==> config.mk <==
export PLATFORM = sky130hd
export DESIGN_NAME = fes_host_seq
export DESIGN_NICKNAME = d
export VERILOG_FILES = /design/src/fes_pkg.sv /design/src/fes_bus.sv /design/src/fes_host_seq.sv
export SDC_FILE = /design/constraint.sdc
export NUM_CORES = 1
export LEC_CHECK = 0
export ABC_AREA = 1
export BUFFER_PORTS_ARGS = -buffer_cell sky130_fd_sc_hd__buf_4
export CAP_MARGIN = 20
export CORE_UTILIZATION = 58
export DETAILED_ROUTE_END_ITERATION = 10
export PLACE_DENSITY = 0.89
export SYNTH_ARGS = -nofsm -noshare
export SYNTH_HDL_FRONTEND = slang
export SYNTH_SLANG_ARGS = --single-unit
==> constraint.sdc <==
create_clock -name mclk_i -period 10.9 [get_ports mclk_i]
set_input_delay 0.545 -clock mclk_i [delete_from_list [all_inputs] [get_ports mclk_i]]
set_output_delay 0.545 -clock mclk_i [all_outputs]
set_load 0.03 [all_outputs]
==> src/fes_pkg.sv <==
`default_nettype none
package fes_pkg;

  localparam int AW = 23;
  localparam int DW = 16;

  // Clock rate and the derived cycle counts.
  localparam int CLK_MHZ = 40;
  localparam int CLK_NS  = 25;

  localparam int WIN_US    = 50;
  localparam int WIN_CYC   = WIN_US * CLK_MHZ;
  // Margin so that a queued sector write lands well inside the window.
  localparam int WIN_GUARD = 16;
  localparam logic [11:0] WIN_LIM  = 12'(WIN_CYC - WIN_GUARD);

  localparam int SUSP_US = 20;
  localparam logic [11:0] SUSP_CYC = 12'(SUSP_US * CLK_MHZ);

  localparam int RP_NS = 500;
  localparam logic [11:0] RP_CYC   = 12'((RP_NS + CLK_NS - 1) / CLK_NS);

  localparam int WP_NS    = 35;
  localparam int ACC_NS   = 70;
  localparam int SYNC_LAT = 2;
  localparam logic [3:0] WP_CYC  = 4'((WP_NS + CLK_NS - 1) / CLK_NS);
  localparam logic [3:0] ACC_CYC = 4'((ACC_NS + CLK_NS - 1) / CLK_NS + SYNC_LAT);

  // Status bit positions of a word read from a busy bank.
  localparam int TIMER_BIT = 3;
  localparam int TOG2_BIT  = 2;
  localparam int TOG_BIT   = 6;
  localparam int POLL_BIT  = 7;

  // Command addresses and codes, kept here so they can be retuned per part.
  localparam logic [AW-1:0] UNL1_ADDR = 23'h000555;
  localparam logic [AW-1:0] UNL2_ADDR = 23'h0002aa;
  localparam logic [DW-1:0] UNL1_DATA = 16'h00aa;
  localparam logic [DW-1:0] UNL2_DATA = 16'h0055;
  localparam logic [DW-1:0] SETUP_CODE  = 16'h0080;
  localparam logic [DW-1:0] CHIP_CODE   = 16'h0010;
  localparam logic [DW-1:0] SECT_CODE   = 16'h0030;
  localparam logic [DW-1:0] SUSP_CODE   = 16'h00b0;
  localparam logic [DW-1:0] RESUME_CODE = 16'h0030;
  localparam logic [DW-1:0] RESET_CODE  = 16'h00f0;
  localparam logic [DW-1:0] PW_PROG_CODE = 16'h0038;
  localparam logic [DW-1:0] PW_VER_CODE  = 16'h00c8;

  localparam logic [2:0] LAST_LONG = 3'h5;
  localparam logic [2:0] LAST_PW   = 3'h3;
  localparam logic [2:0] LAST_ONE  = 3'h0;

  typedef enum logic [3:0] {
    OP_READ, OP_CHIP, OP_SECT, OP_ADD, OP_SUSP,
    OP_RESUME, OP_RESET, OP_PWPROG, OP_PWVER
  } fes_op_t;

  typedef struct packed {
    logic            wr;
    logic [AW-1:0]   addr;
    logic [DW-1:0]   data;
  } fes_cyc_t;

  typedef struct packed {
    logic [AW-1:0]   addr;
    logic [DW-1:0]   dq;
    logic            dq_oe_n;
    logic            we_n;
    logic            oe_n;
    logic            ce_n;
  } fes_pins_t;

endpackage
`default_nettype wire

==> src/fes_bus.sv <==
`timescale 1ns/1ps
`default_nettype none
module fes_bus
  import fes_pkg::*;
(
  input  wire logic      mclk_i,
  input  wire logic      rst_n_i,
  input  wire logic      abort_i,
  input  wire logic      start_i,
  input  wire fes_cyc_t  cyc_i,
  input  wire logic [DW-1:0] dq_i,
  output fes_pins_t      pins_o,
  output logic           done_o,
  output logic [DW-1:0]  rdata_o
);

  typedef enum logic [1:0] {B_IDLE, B_SET, B_PULSE, B_HOLD} fes_ph_t;

  typedef struct packed {
    fes_ph_t         ph;
    logic [3:0]      cnt;
    logic            wr;
    fes_pins_t       pins;
    logic            done;
    logic [DW-1:0]   rdata;
  } fes_bus_st_t;

  fes_bus_st_t s;
  fes_bus_st_t next_s;

  always_comb begin
    next_s = s;
    next_s.done = 1'b0;
    case (s.ph)
      B_IDLE: begin
        if (start_i) begin
          next_s.wr = cyc_i.wr;
          next_s.pins.addr = cyc_i.addr;
          next_s.pins.dq = cyc_i.data;
          next_s.pins.dq_oe_n = ~cyc_i.wr;
          next_s.pins.ce_n = 1'b0;
          next_s.ph = B_SET;
        end
      end
      B_SET: begin
        next_s.pins.we_n = ~s.wr;
        next_s.pins.oe_n = s.wr;
        next_s.cnt = s.wr ? WP_CYC - 4'h1 : ACC_CYC - 4'h1;
        next_s.ph = B_PULSE;
      end
      B_PULSE: begin
        if (s.cnt == 4'h0) begin
          // Write data is latched by the device on this rising edge.
          next_s.pins.we_n = 1'b1;
          next_s.pins.oe_n = 1'b1;
          if (!s.wr) begin
            next_s.rdata = dq_i;
          end
          next_s.ph = B_HOLD;
        end else begin
          next_s.cnt = s.cnt - 4'h1;
        end
      end
      B_HOLD: begin
        next_s.pins.ce_n = 1'b1;
        next_s.pins.dq_oe_n = 1'b1;
        next_s.done = 1'b1;
        next_s.ph = B_IDLE;
      end
      default: next_s.ph = B_IDLE;
    endcase
    if (abort_i) begin
      next_s.ph = B_IDLE;
      next_s.pins.we_n = 1'b1;
      next_s.pins.oe_n = 1'b1;
      next_s.pins.ce_n = 1'b1;
      next_s.pins.dq_oe_n = 1'b1;
      next_s.done = 1'b0;
    end
  end

  always_ff @(posedge mclk_i or negedge rst_n_i) begin
    if (!rst_n_i) begin
      s <= '0;
      s.pins.we_n <= 1'b1;
      s.pins.oe_n <= 1'b1;
      s.pins.ce_n <= 1'b1;
      s.pins.dq_oe_n <= 1'b1;
    end else begin
      s <= next_s;
    end
  end

  assign pins_o  = s.pins;
  assign done_o  = s.done;
  assign rdata_o = s.rdata;

endmodule
`default_nettype wire

==> src/fes_host_seq.sv <==
`timescale 1ns/1ps
`default_nettype none
module fes_host_seq
  import fes_pkg::*;
(
  input  wire logic          mclk_i,
  input  wire logic          rst_n_i,
  input  wire logic          cmd_valid_i,
  input  wire fes_op_t       cmd_op_i,
  input  wire logic [AW-1:0] cmd_addr_i,
  input  wire logic [DW-1:0] cmd_data_i,
  input  wire logic          hw_reset_i,
  input  wire logic [DW-1:0] fl_dq_i,
  input  wire logic          fl_ready_busy_n_i,
  output fes_pins_t          fl_o,
  output logic               fl_reset_n_o,
  output logic               cmd_ready_o,
  output logic               cmd_done_o,
  output logic               cmd_refused_o,
  output logic [DW-1:0]      rdata_o,
  output logic [DW-1:0]      status_o,
  output logic               dev_ready_o,
  output logic               window_open_o,
  output logic               suspended_o,
  output logic               erase_aborted_o,
  output logic [3:0]         pw_portions_o
);

  typedef enum logic [3:0] {
    S_IDLE, S_ISSUE, S_WAIT, S_POLL_REQ, S_POLL_WAIT,
    S_WINDOW, S_SUSPW, S_SUSP, S_HWRST
  } fes_st_t;

  typedef struct packed {
    fes_st_t         st;
    fes_op_t         op;
    logic [2:0]      step;
    logic [AW-1:0]   addr;
    logic [DW-1:0]   data;
    logic            bus_start;
    fes_cyc_t        cyc;
    logic            tog;
    logic            have;
    logic [11:0]     cnt;
    logic            sect;
    logic            susp;
    logic            aborted;
    logic [3:0]      pw_done;
    logic            rdy;
    logic            done;
    logic            refused;
    logic [DW-1:0]   rdata;
    logic [DW-1:0]   status;
    logic [DW-1:0]   dq_s1;
    logic [DW-1:0]   dq_s2;
    logic            rb_s1;
    logic            rb_s2;
    logic            rst_pin;
    logic            win;
  } fes_main_t;

  fes_main_t     s;
  fes_main_t     next_s;
  logic          rs1;
  logic          rst_n;
  logic          acc;
  logic          bus_done;
  logic [DW-1:0] bus_rdata;
  logic [2:0]    wr_cnt;

  always_ff @(posedge mclk_i or negedge rst_n_i) begin
    if (!rst_n_i) begin
      rs1 <= 1'b0;
      rst_n <= 1'b0;
    end else begin
      rs1 <= 1'b1;
      rst_n <= rs1;
    end
  end

  function automatic logic [2:0] last_step(input fes_op_t op);
    case (op)
      OP_CHIP, OP_SECT:    last_step = LAST_LONG;
      OP_PWPROG, OP_PWVER: last_step = LAST_PW;
      default:             last_step = LAST_ONE;
    endcase
  endfunction

  function automatic fes_cyc_t seq_cyc(input fes_op_t op, input logic [2:0] step,
                                       input logic [AW-1:0] a, input logic [DW-1:0] d);
    seq_cyc = '{wr: 1'b1, addr: a, data: d};
    if (op == OP_CHIP || op == OP_SECT || op == OP_PWPROG || op == OP_PWVER) begin
      case (step)
        3'h0, 3'h3: seq_cyc = '{wr: 1'b1, addr: UNL1_ADDR, data: UNL1_DATA};
        3'h1, 3'h4: seq_cyc = '{wr: 1'b1, addr: UNL2_ADDR, data: UNL2_DATA};
        default:    seq_cyc = '{wr: 1'b1, addr: UNL1_ADDR, data: SETUP_CODE};
      endcase
      if (op == OP_PWPROG && step == 3'h2) begin
        seq_cyc.data = PW_PROG_CODE;
      end
      if (op == OP_PWVER && step == 3'h2) begin
        seq_cyc.data = PW_VER_CODE;
      end
      if (step == last_step(op)) begin
        case (op)
          OP_CHIP:  seq_cyc = '{wr: 1'b1, addr: UNL1_ADDR, data: CHIP_CODE};
          OP_SECT:  seq_cyc = '{wr: 1'b1, addr: a, data: SECT_CODE};
          OP_PWVER: seq_cyc = '{wr: 1'b0, addr: a, data: d};
          default:  seq_cyc = '{wr: 1'b1, addr: a, data: d};
        endcase
      end
    end else begin
      case (op)
        OP_ADD:    seq_cyc.data = SECT_CODE;
        OP_SUSP:   seq_cyc.data = SUSP_CODE;
        OP_RESUME: seq_cyc.data = RESUME_CODE;
        OP_RESET:  seq_cyc.data = RESET_CODE;
        default:   seq_cyc.wr = 1'b0;
      endcase
    end
  endfunction

  // Commands that would cancel a pending sector erase are refused here.
  function automatic logic op_legal(input fes_main_t st, input fes_op_t op);
    case (st.st)
      S_IDLE:     op_legal = !(op inside {OP_ADD, OP_SUSP, OP_RESUME});
      S_WINDOW:   op_legal = (op == OP_ADD && st.cnt < WIN_LIM) || op == OP_SUSP;
      S_POLL_REQ: op_legal = op == OP_SUSP && st.sect;
      S_SUSP:     op_legal = op inside {OP_READ, OP_RESUME, OP_RESET};
      default:    op_legal = 1'b0;
    endcase
  endfunction

  always_comb begin
    next_s = s;
    acc = 1'b0;
    next_s.bus_start = 1'b0;
    next_s.done = 1'b0;
    next_s.refused = 1'b0;
    next_s.dq_s1 = fl_dq_i;
    next_s.dq_s2 = s.dq_s1;
    next_s.rb_s1 = fl_ready_busy_n_i;
    next_s.rb_s2 = s.rb_s1;
    if (s.rdy && cmd_valid_i) begin
      if (op_legal(s, cmd_op_i)) begin
        acc = 1'b1;
        next_s.op = cmd_op_i;
        next_s.addr = cmd_addr_i;
        next_s.data = cmd_data_i;
        next_s.step = 3'h0;
        next_s.st = S_ISSUE;
        if (cmd_op_i == OP_CHIP || cmd_op_i == OP_SECT) begin
          next_s.aborted = 1'b0;
        end
      end else begin
        next_s.refused = 1'b1;
      end
    end
    if (!acc) begin
      case (s.st)
        S_ISSUE: begin
          next_s.bus_start = 1'b1;
          next_s.cyc = seq_cyc(s.op, s.step, s.addr, s.data);
          next_s.st = S_WAIT;
        end
        S_WAIT: begin
          if (bus_done) begin
            if (s.step != last_step(s.op)) begin
              next_s.step = s.step + 3'h1;
              next_s.st = S_ISSUE;
            end else begin
              next_s.have = 1'b0;
              next_s.cnt = 12'h000;
              case (s.op)
                OP_CHIP: next_s.st = S_POLL_REQ;
                OP_SECT, OP_ADD: begin
                  next_s.sect = 1'b1;
                  next_s.st = S_WINDOW;
                end
                OP_SUSP: next_s.st = S_SUSPW;
                OP_RESUME: begin
                  next_s.susp = 1'b0;
                  next_s.st = S_POLL_REQ;
                end
                OP_PWPROG: begin
                  next_s.pw_done[s.addr[1:0]] = 1'b1;
                  next_s.st = S_POLL_REQ;
                end
                default: begin
                  next_s.rdata = bus_rdata;
                  next_s.done = 1'b1;
                  next_s.st = s.susp ? S_SUSP : S_IDLE;
                end
              endcase
            end
          end
        end
        S_POLL_REQ: begin
          next_s.bus_start = 1'b1;
          next_s.cyc = '{wr: 1'b0, addr: s.addr, data: s.data};
          next_s.st = S_POLL_WAIT;
        end
        S_POLL_WAIT: begin
          if (bus_done) begin
            next_s.status = bus_rdata;
            next_s.tog = bus_rdata[TOG_BIT];
            next_s.have = 1'b1;
            next_s.st = S_POLL_REQ;
            // Two reads with a steady toggle bit mean the operation is over; only a password write leaves the bank out of read mode.
            if (s.have && bus_rdata[TOG_BIT] == s.tog) begin
              next_s.sect = 1'b0;
              if (s.op == OP_PWPROG) begin
                // A reset command is needed before the device serves reads again.
                next_s.op = OP_RESET;
                next_s.step = 3'h0;
                next_s.st = S_ISSUE;
              end else begin
                next_s.done = 1'b1;
                next_s.st = S_IDLE;
              end
            end
          end
        end
        S_WINDOW: begin
          next_s.cnt = s.cnt + 12'h001;
          if (s.cnt >= WIN_LIM) begin
            next_s.have = 1'b0;
            next_s.st = S_POLL_REQ;
          end
        end
        S_SUSPW: begin
          next_s.cnt = s.cnt + 12'h001;
          if (s.cnt == SUSP_CYC - 12'h001) begin
            next_s.susp = 1'b1;
            next_s.done = 1'b1;
            next_s.st = S_SUSP;
          end
        end
        S_HWRST: begin
          next_s.cnt = s.cnt + 12'h001;
          if (s.cnt == RP_CYC - 12'h001) begin
            next_s.rst_pin = 1'b1;
            next_s.st = S_IDLE;
          end
        end
        default: ;
      endcase
    end
    if (hw_reset_i) begin
      // An operation cut short leaves the flag up until an erase is reissued.
      // A command taken in this same cycle is cut too, so the set wins over its clear.
      if ((s.st != S_IDLE && s.st != S_HWRST) || acc) begin
        next_s.aborted = 1'b1;
      end
      next_s.st = S_HWRST;
      next_s.cnt = 12'h000;
      next_s.rst_pin = 1'b0;
      next_s.sect = 1'b0;
      next_s.susp = 1'b0;
      next_s.bus_start = 1'b0;
      next_s.done = 1'b0;
    end
    next_s.rdy = !hw_reset_i && (next_s.st inside {S_IDLE, S_WINDOW, S_SUSP}
                 || (next_s.st == S_POLL_REQ && next_s.sect));
    next_s.win = next_s.st == S_WINDOW;
  end

  always_ff @(posedge mclk_i or negedge rst_n) begin
    if (!rst_n) begin
      s <= '0;
      s.rst_pin <= 1'b1;
    end else begin
      s <= next_s;
    end
  end

  fes_bus u_bus (
    .mclk_i  (mclk_i),
    .rst_n_i (rst_n),
    .abort_i (hw_reset_i),
    .start_i (s.bus_start),
    .cyc_i   (s.cyc),
    .dq_i    (s.dq_s2),
    .pins_o  (fl_o),
    .done_o  (bus_done),
    .rdata_o (bus_rdata)
  );

  assign fl_reset_n_o    = s.rst_pin;
  assign cmd_ready_o     = s.rdy;
  assign cmd_done_o      = s.done;
  assign cmd_refused_o   = s.refused;
  assign rdata_o         = s.rdata;
  assign status_o        = s.status;
  assign dev_ready_o     = s.rb_s2;
  assign window_open_o   = s.win;
  assign suspended_o     = s.susp;
  assign erase_aborted_o = s.aborted;
  assign pw_portions_o   = s.pw_done;

  // Counts write strobes of the current command for the checks below.
  always_ff @(posedge mclk_i or negedge rst_n) begin
    if (!rst_n) begin
      wr_cnt <= 3'h0;
    end else if (acc) begin
      wr_cnt <= 3'h0;
    end else if (bus_done && s.cyc.wr) begin
      wr_cnt <= wr_cnt + 3'h1;
    end
  end
endmodule
`default_nettype wire

==> metrics.txt <==
#FFs+latches synth 251; CP startpoint s[180]; die area 20000 µm²; # setup viols final 0; DPL Wire Length 16700 µm; Core Rows 50; total of fill cells in the finished design 1482; hold slack 0.144 ns; Cell Pwr Density 167 nW/µm²; # diodes 0; Clock Root Buffer clkbuf_16; Static Leakage 6.56 nW; Worst EP required 11.31 ns; Post-synth top cells nand2_1, dfrtp_1, o21ai_0, inv_1, buf_4; Core Footprint 18900 µm²; drt total wl 24900 µm; hold buffer count at CTS 1; Most used DFF post-synth dfrtp_1; H-tree depth 1; Worst Setup Path Type flop to flop; Syn Inst Count 1290; reg2reg start s[180]; Reg clk slew, reported paths 0.07 ns; area growth from synthesis to layout 14.4%; largest net degree at the start of global routing 90; gr ovfl total 0; aggregate global-route resource usage 0.254; fraction of layout cells with a size suffix above 1 0.170; final period utilization 0.352; cell with the most instances after synthesis nand2_1; Syn Nets 1367; Yosys cell types 37; worst-margin pin slew 1.23 ns; DRT iter0 DRCs 666; initial antenna violation count 0; maximum vdd drop 0.000116 V; Max clock buf depth 3; Reg-to-Reg End s[103]; top-area cell type share of the netlist area 0.546; post-synth top area cell dfrtp_1; post-CTS setup buffers 0; setup_tns 0 ns; fin nets 1432; Die W 141 µm; CP startpoint kind flop; RSZ-0062 raised after global routing false; fmax 261 MHz; via count 8730; worst reg2reg setup slack 7.06 ns; worst-path fanout max 39; Initial Utilization 0.596; Synth area leaders dfrtp_1, nand2_1, o21ai_0; Port Buffers 150; Mapped Avg Cell Area 8.74 µm²; CTS buffer count 25; CP Capture Type flop; FF-to-FF path depth 11; Hold Crit Class primary input to flop; arrival time at the worst endpoint 4.25 ns; async set or reset register ratio after synthesis 1.00; outcome finished clean; final hold vios 0; Post-Synthesis Cell Area 11300 µm²; vias per cell 5.35; sequential fraction of the synthesis area 0.558; post_cts resized 0; Slew HR 0.172; # IOs 151; Clock Sinks 251; Final Max Slew Viols 0; first drt pass iteration count 5; minimum clock period 3.84 ns; CTS tree yes; crit path to s[103]; Detail Route Antenna Nets 0; detailed-route DRC error count 0; worst-case clock skew 0.0148 ns; first-pass GRT wire length 40600 µm; hold depth 1; max-cap violation count 0; Clock Latency Late Sink 0.52 ns; routability-driven placement congestion ratio 0.880; Routed WL per cell 15.3 µm; number of synthesized flops with an enable pin 0; number of global-route vias before repair 8299; Syn. warnings 0; die outline height 141 µm
[layer usage]
layer / vias to the layer above / part of all wire / GRT usage
met3: 45 / 0.053 / 0.0307
met5: - / 0 / 0
met4: 0 / 0.021 / 0.0696
met2: 287 / 0.49 / 0.418
met1: 4209 / 0.44 / 0.359
li1: 4189 / - / -
[worst min path at each step]
| stage | slack, ns | end | from |
|---|---|---|---|
| after floorplan | 0.25 | rs1 | rst_n_i |
| after global placement | 0.33 | rs1 | rst_n_i |
| after detailed placement | 0.33 | rs1 | rst_n_i |
| after CTS | 0.12 | next_s[12] | fl_dq_i[8] |
| after global routing | 0.12 | next_s[14] | fl_dq_i[10] |
| final | 0.14 | next_s[2] | fl_ready_busy_n_i |
[critical path, cell delays in order, from the launching register on]
cell and delay [ns]:
dfrtp_1 0.70, inv_1 0.27, nand2_1 0.14, nor2_1 0.11
nand3_1 0.11, nand3_1 0.13, nand2_1 0.08, buf_4 0.38
nand2_1 0.69, inv_2 0.80, nand3_1 0.16, o21ai_0 0.13
[where the power goes]
part | leakage, nW | switching, mW | internal (mW)
logic | 3.06 | 0.174 | 0.0951
clock network | 0.387 | 0.339 | 0.487
registers | 3.11 | 0.0358 | 1.02
[through the flow]
stage          std cells  setup WS [ns]  cell area [µm²]  utilization  total power, mW
5_1_grt             1632           6.77            12900        0.683             2.25
6_report            1632           7.06            12900        0.683             2.15
3_5_place_dp        1583           7.21            12000        0.635             1.34
4_1_cts             1628           7.19            12800        0.678             2.17
2_1_floorplan       1290           3.40            11300            -             1.26
3_3_place_gp        1582           7.44            12000        0.634             1.32
[layout by cell type, fill, tap and decap left out, types with 4 or more instances in the layout]
cell type,instances
a21oi_1,49
a22oi_1,9
buf_4,155
clkbuf_1,8
clkbuf_16,25
clkbuf_8,6
dfrtp_1,245
dfstp_2,5
ha_1,13
inv_1,133
inv_2,10
nand2_1,319
nand2_2,9
nand3_1,67
nand4_1,8
nor2_1,67
nor3_1,12
o21ai_0,167
o21ai_1,4
o21bai_1,4
o22ai_1,14
o41ai_1,6
xor2_1,5
[kinds of logic after synthesis]
logic type | synth area share
flops | 0.558
xor+xnor | 0.00466
other cells | 0.000333
fa+ha+maj | 0.0144
mux | 0.000999
compound gates | 0.125
buf+inv | 0.118
simple gates | 0.179
[registers in the layout, summed over array words and instances, names as in the netlist, 4 cells and up]
name	flops
s	121
u_bus.pins_o	43
u_bus.rdata_o	16
u_bus.s	7
next_s	17
rdata_o	16
status_o	16
pw_portions_o	4
[layout make-up]
| class | instances | area [µm²] | area share |
|---|---|---|---|
| clock buffers | 39 | 738 | 0.0572 |
| flip-flops and latches | 251 | 6290 | 0.488 |
| well taps | 260 | 325 | 0.0252 |
| multi-input cells | 772 | 3660 | 0.284 |
| inverters | 144 | 546 | 0.0423 |
| repair buffers | 161 | 1280 | 0.0994 |
| clock inverters | 5 | 56.3 | 0.00437 |
Power figures use the tool's default switching activity.
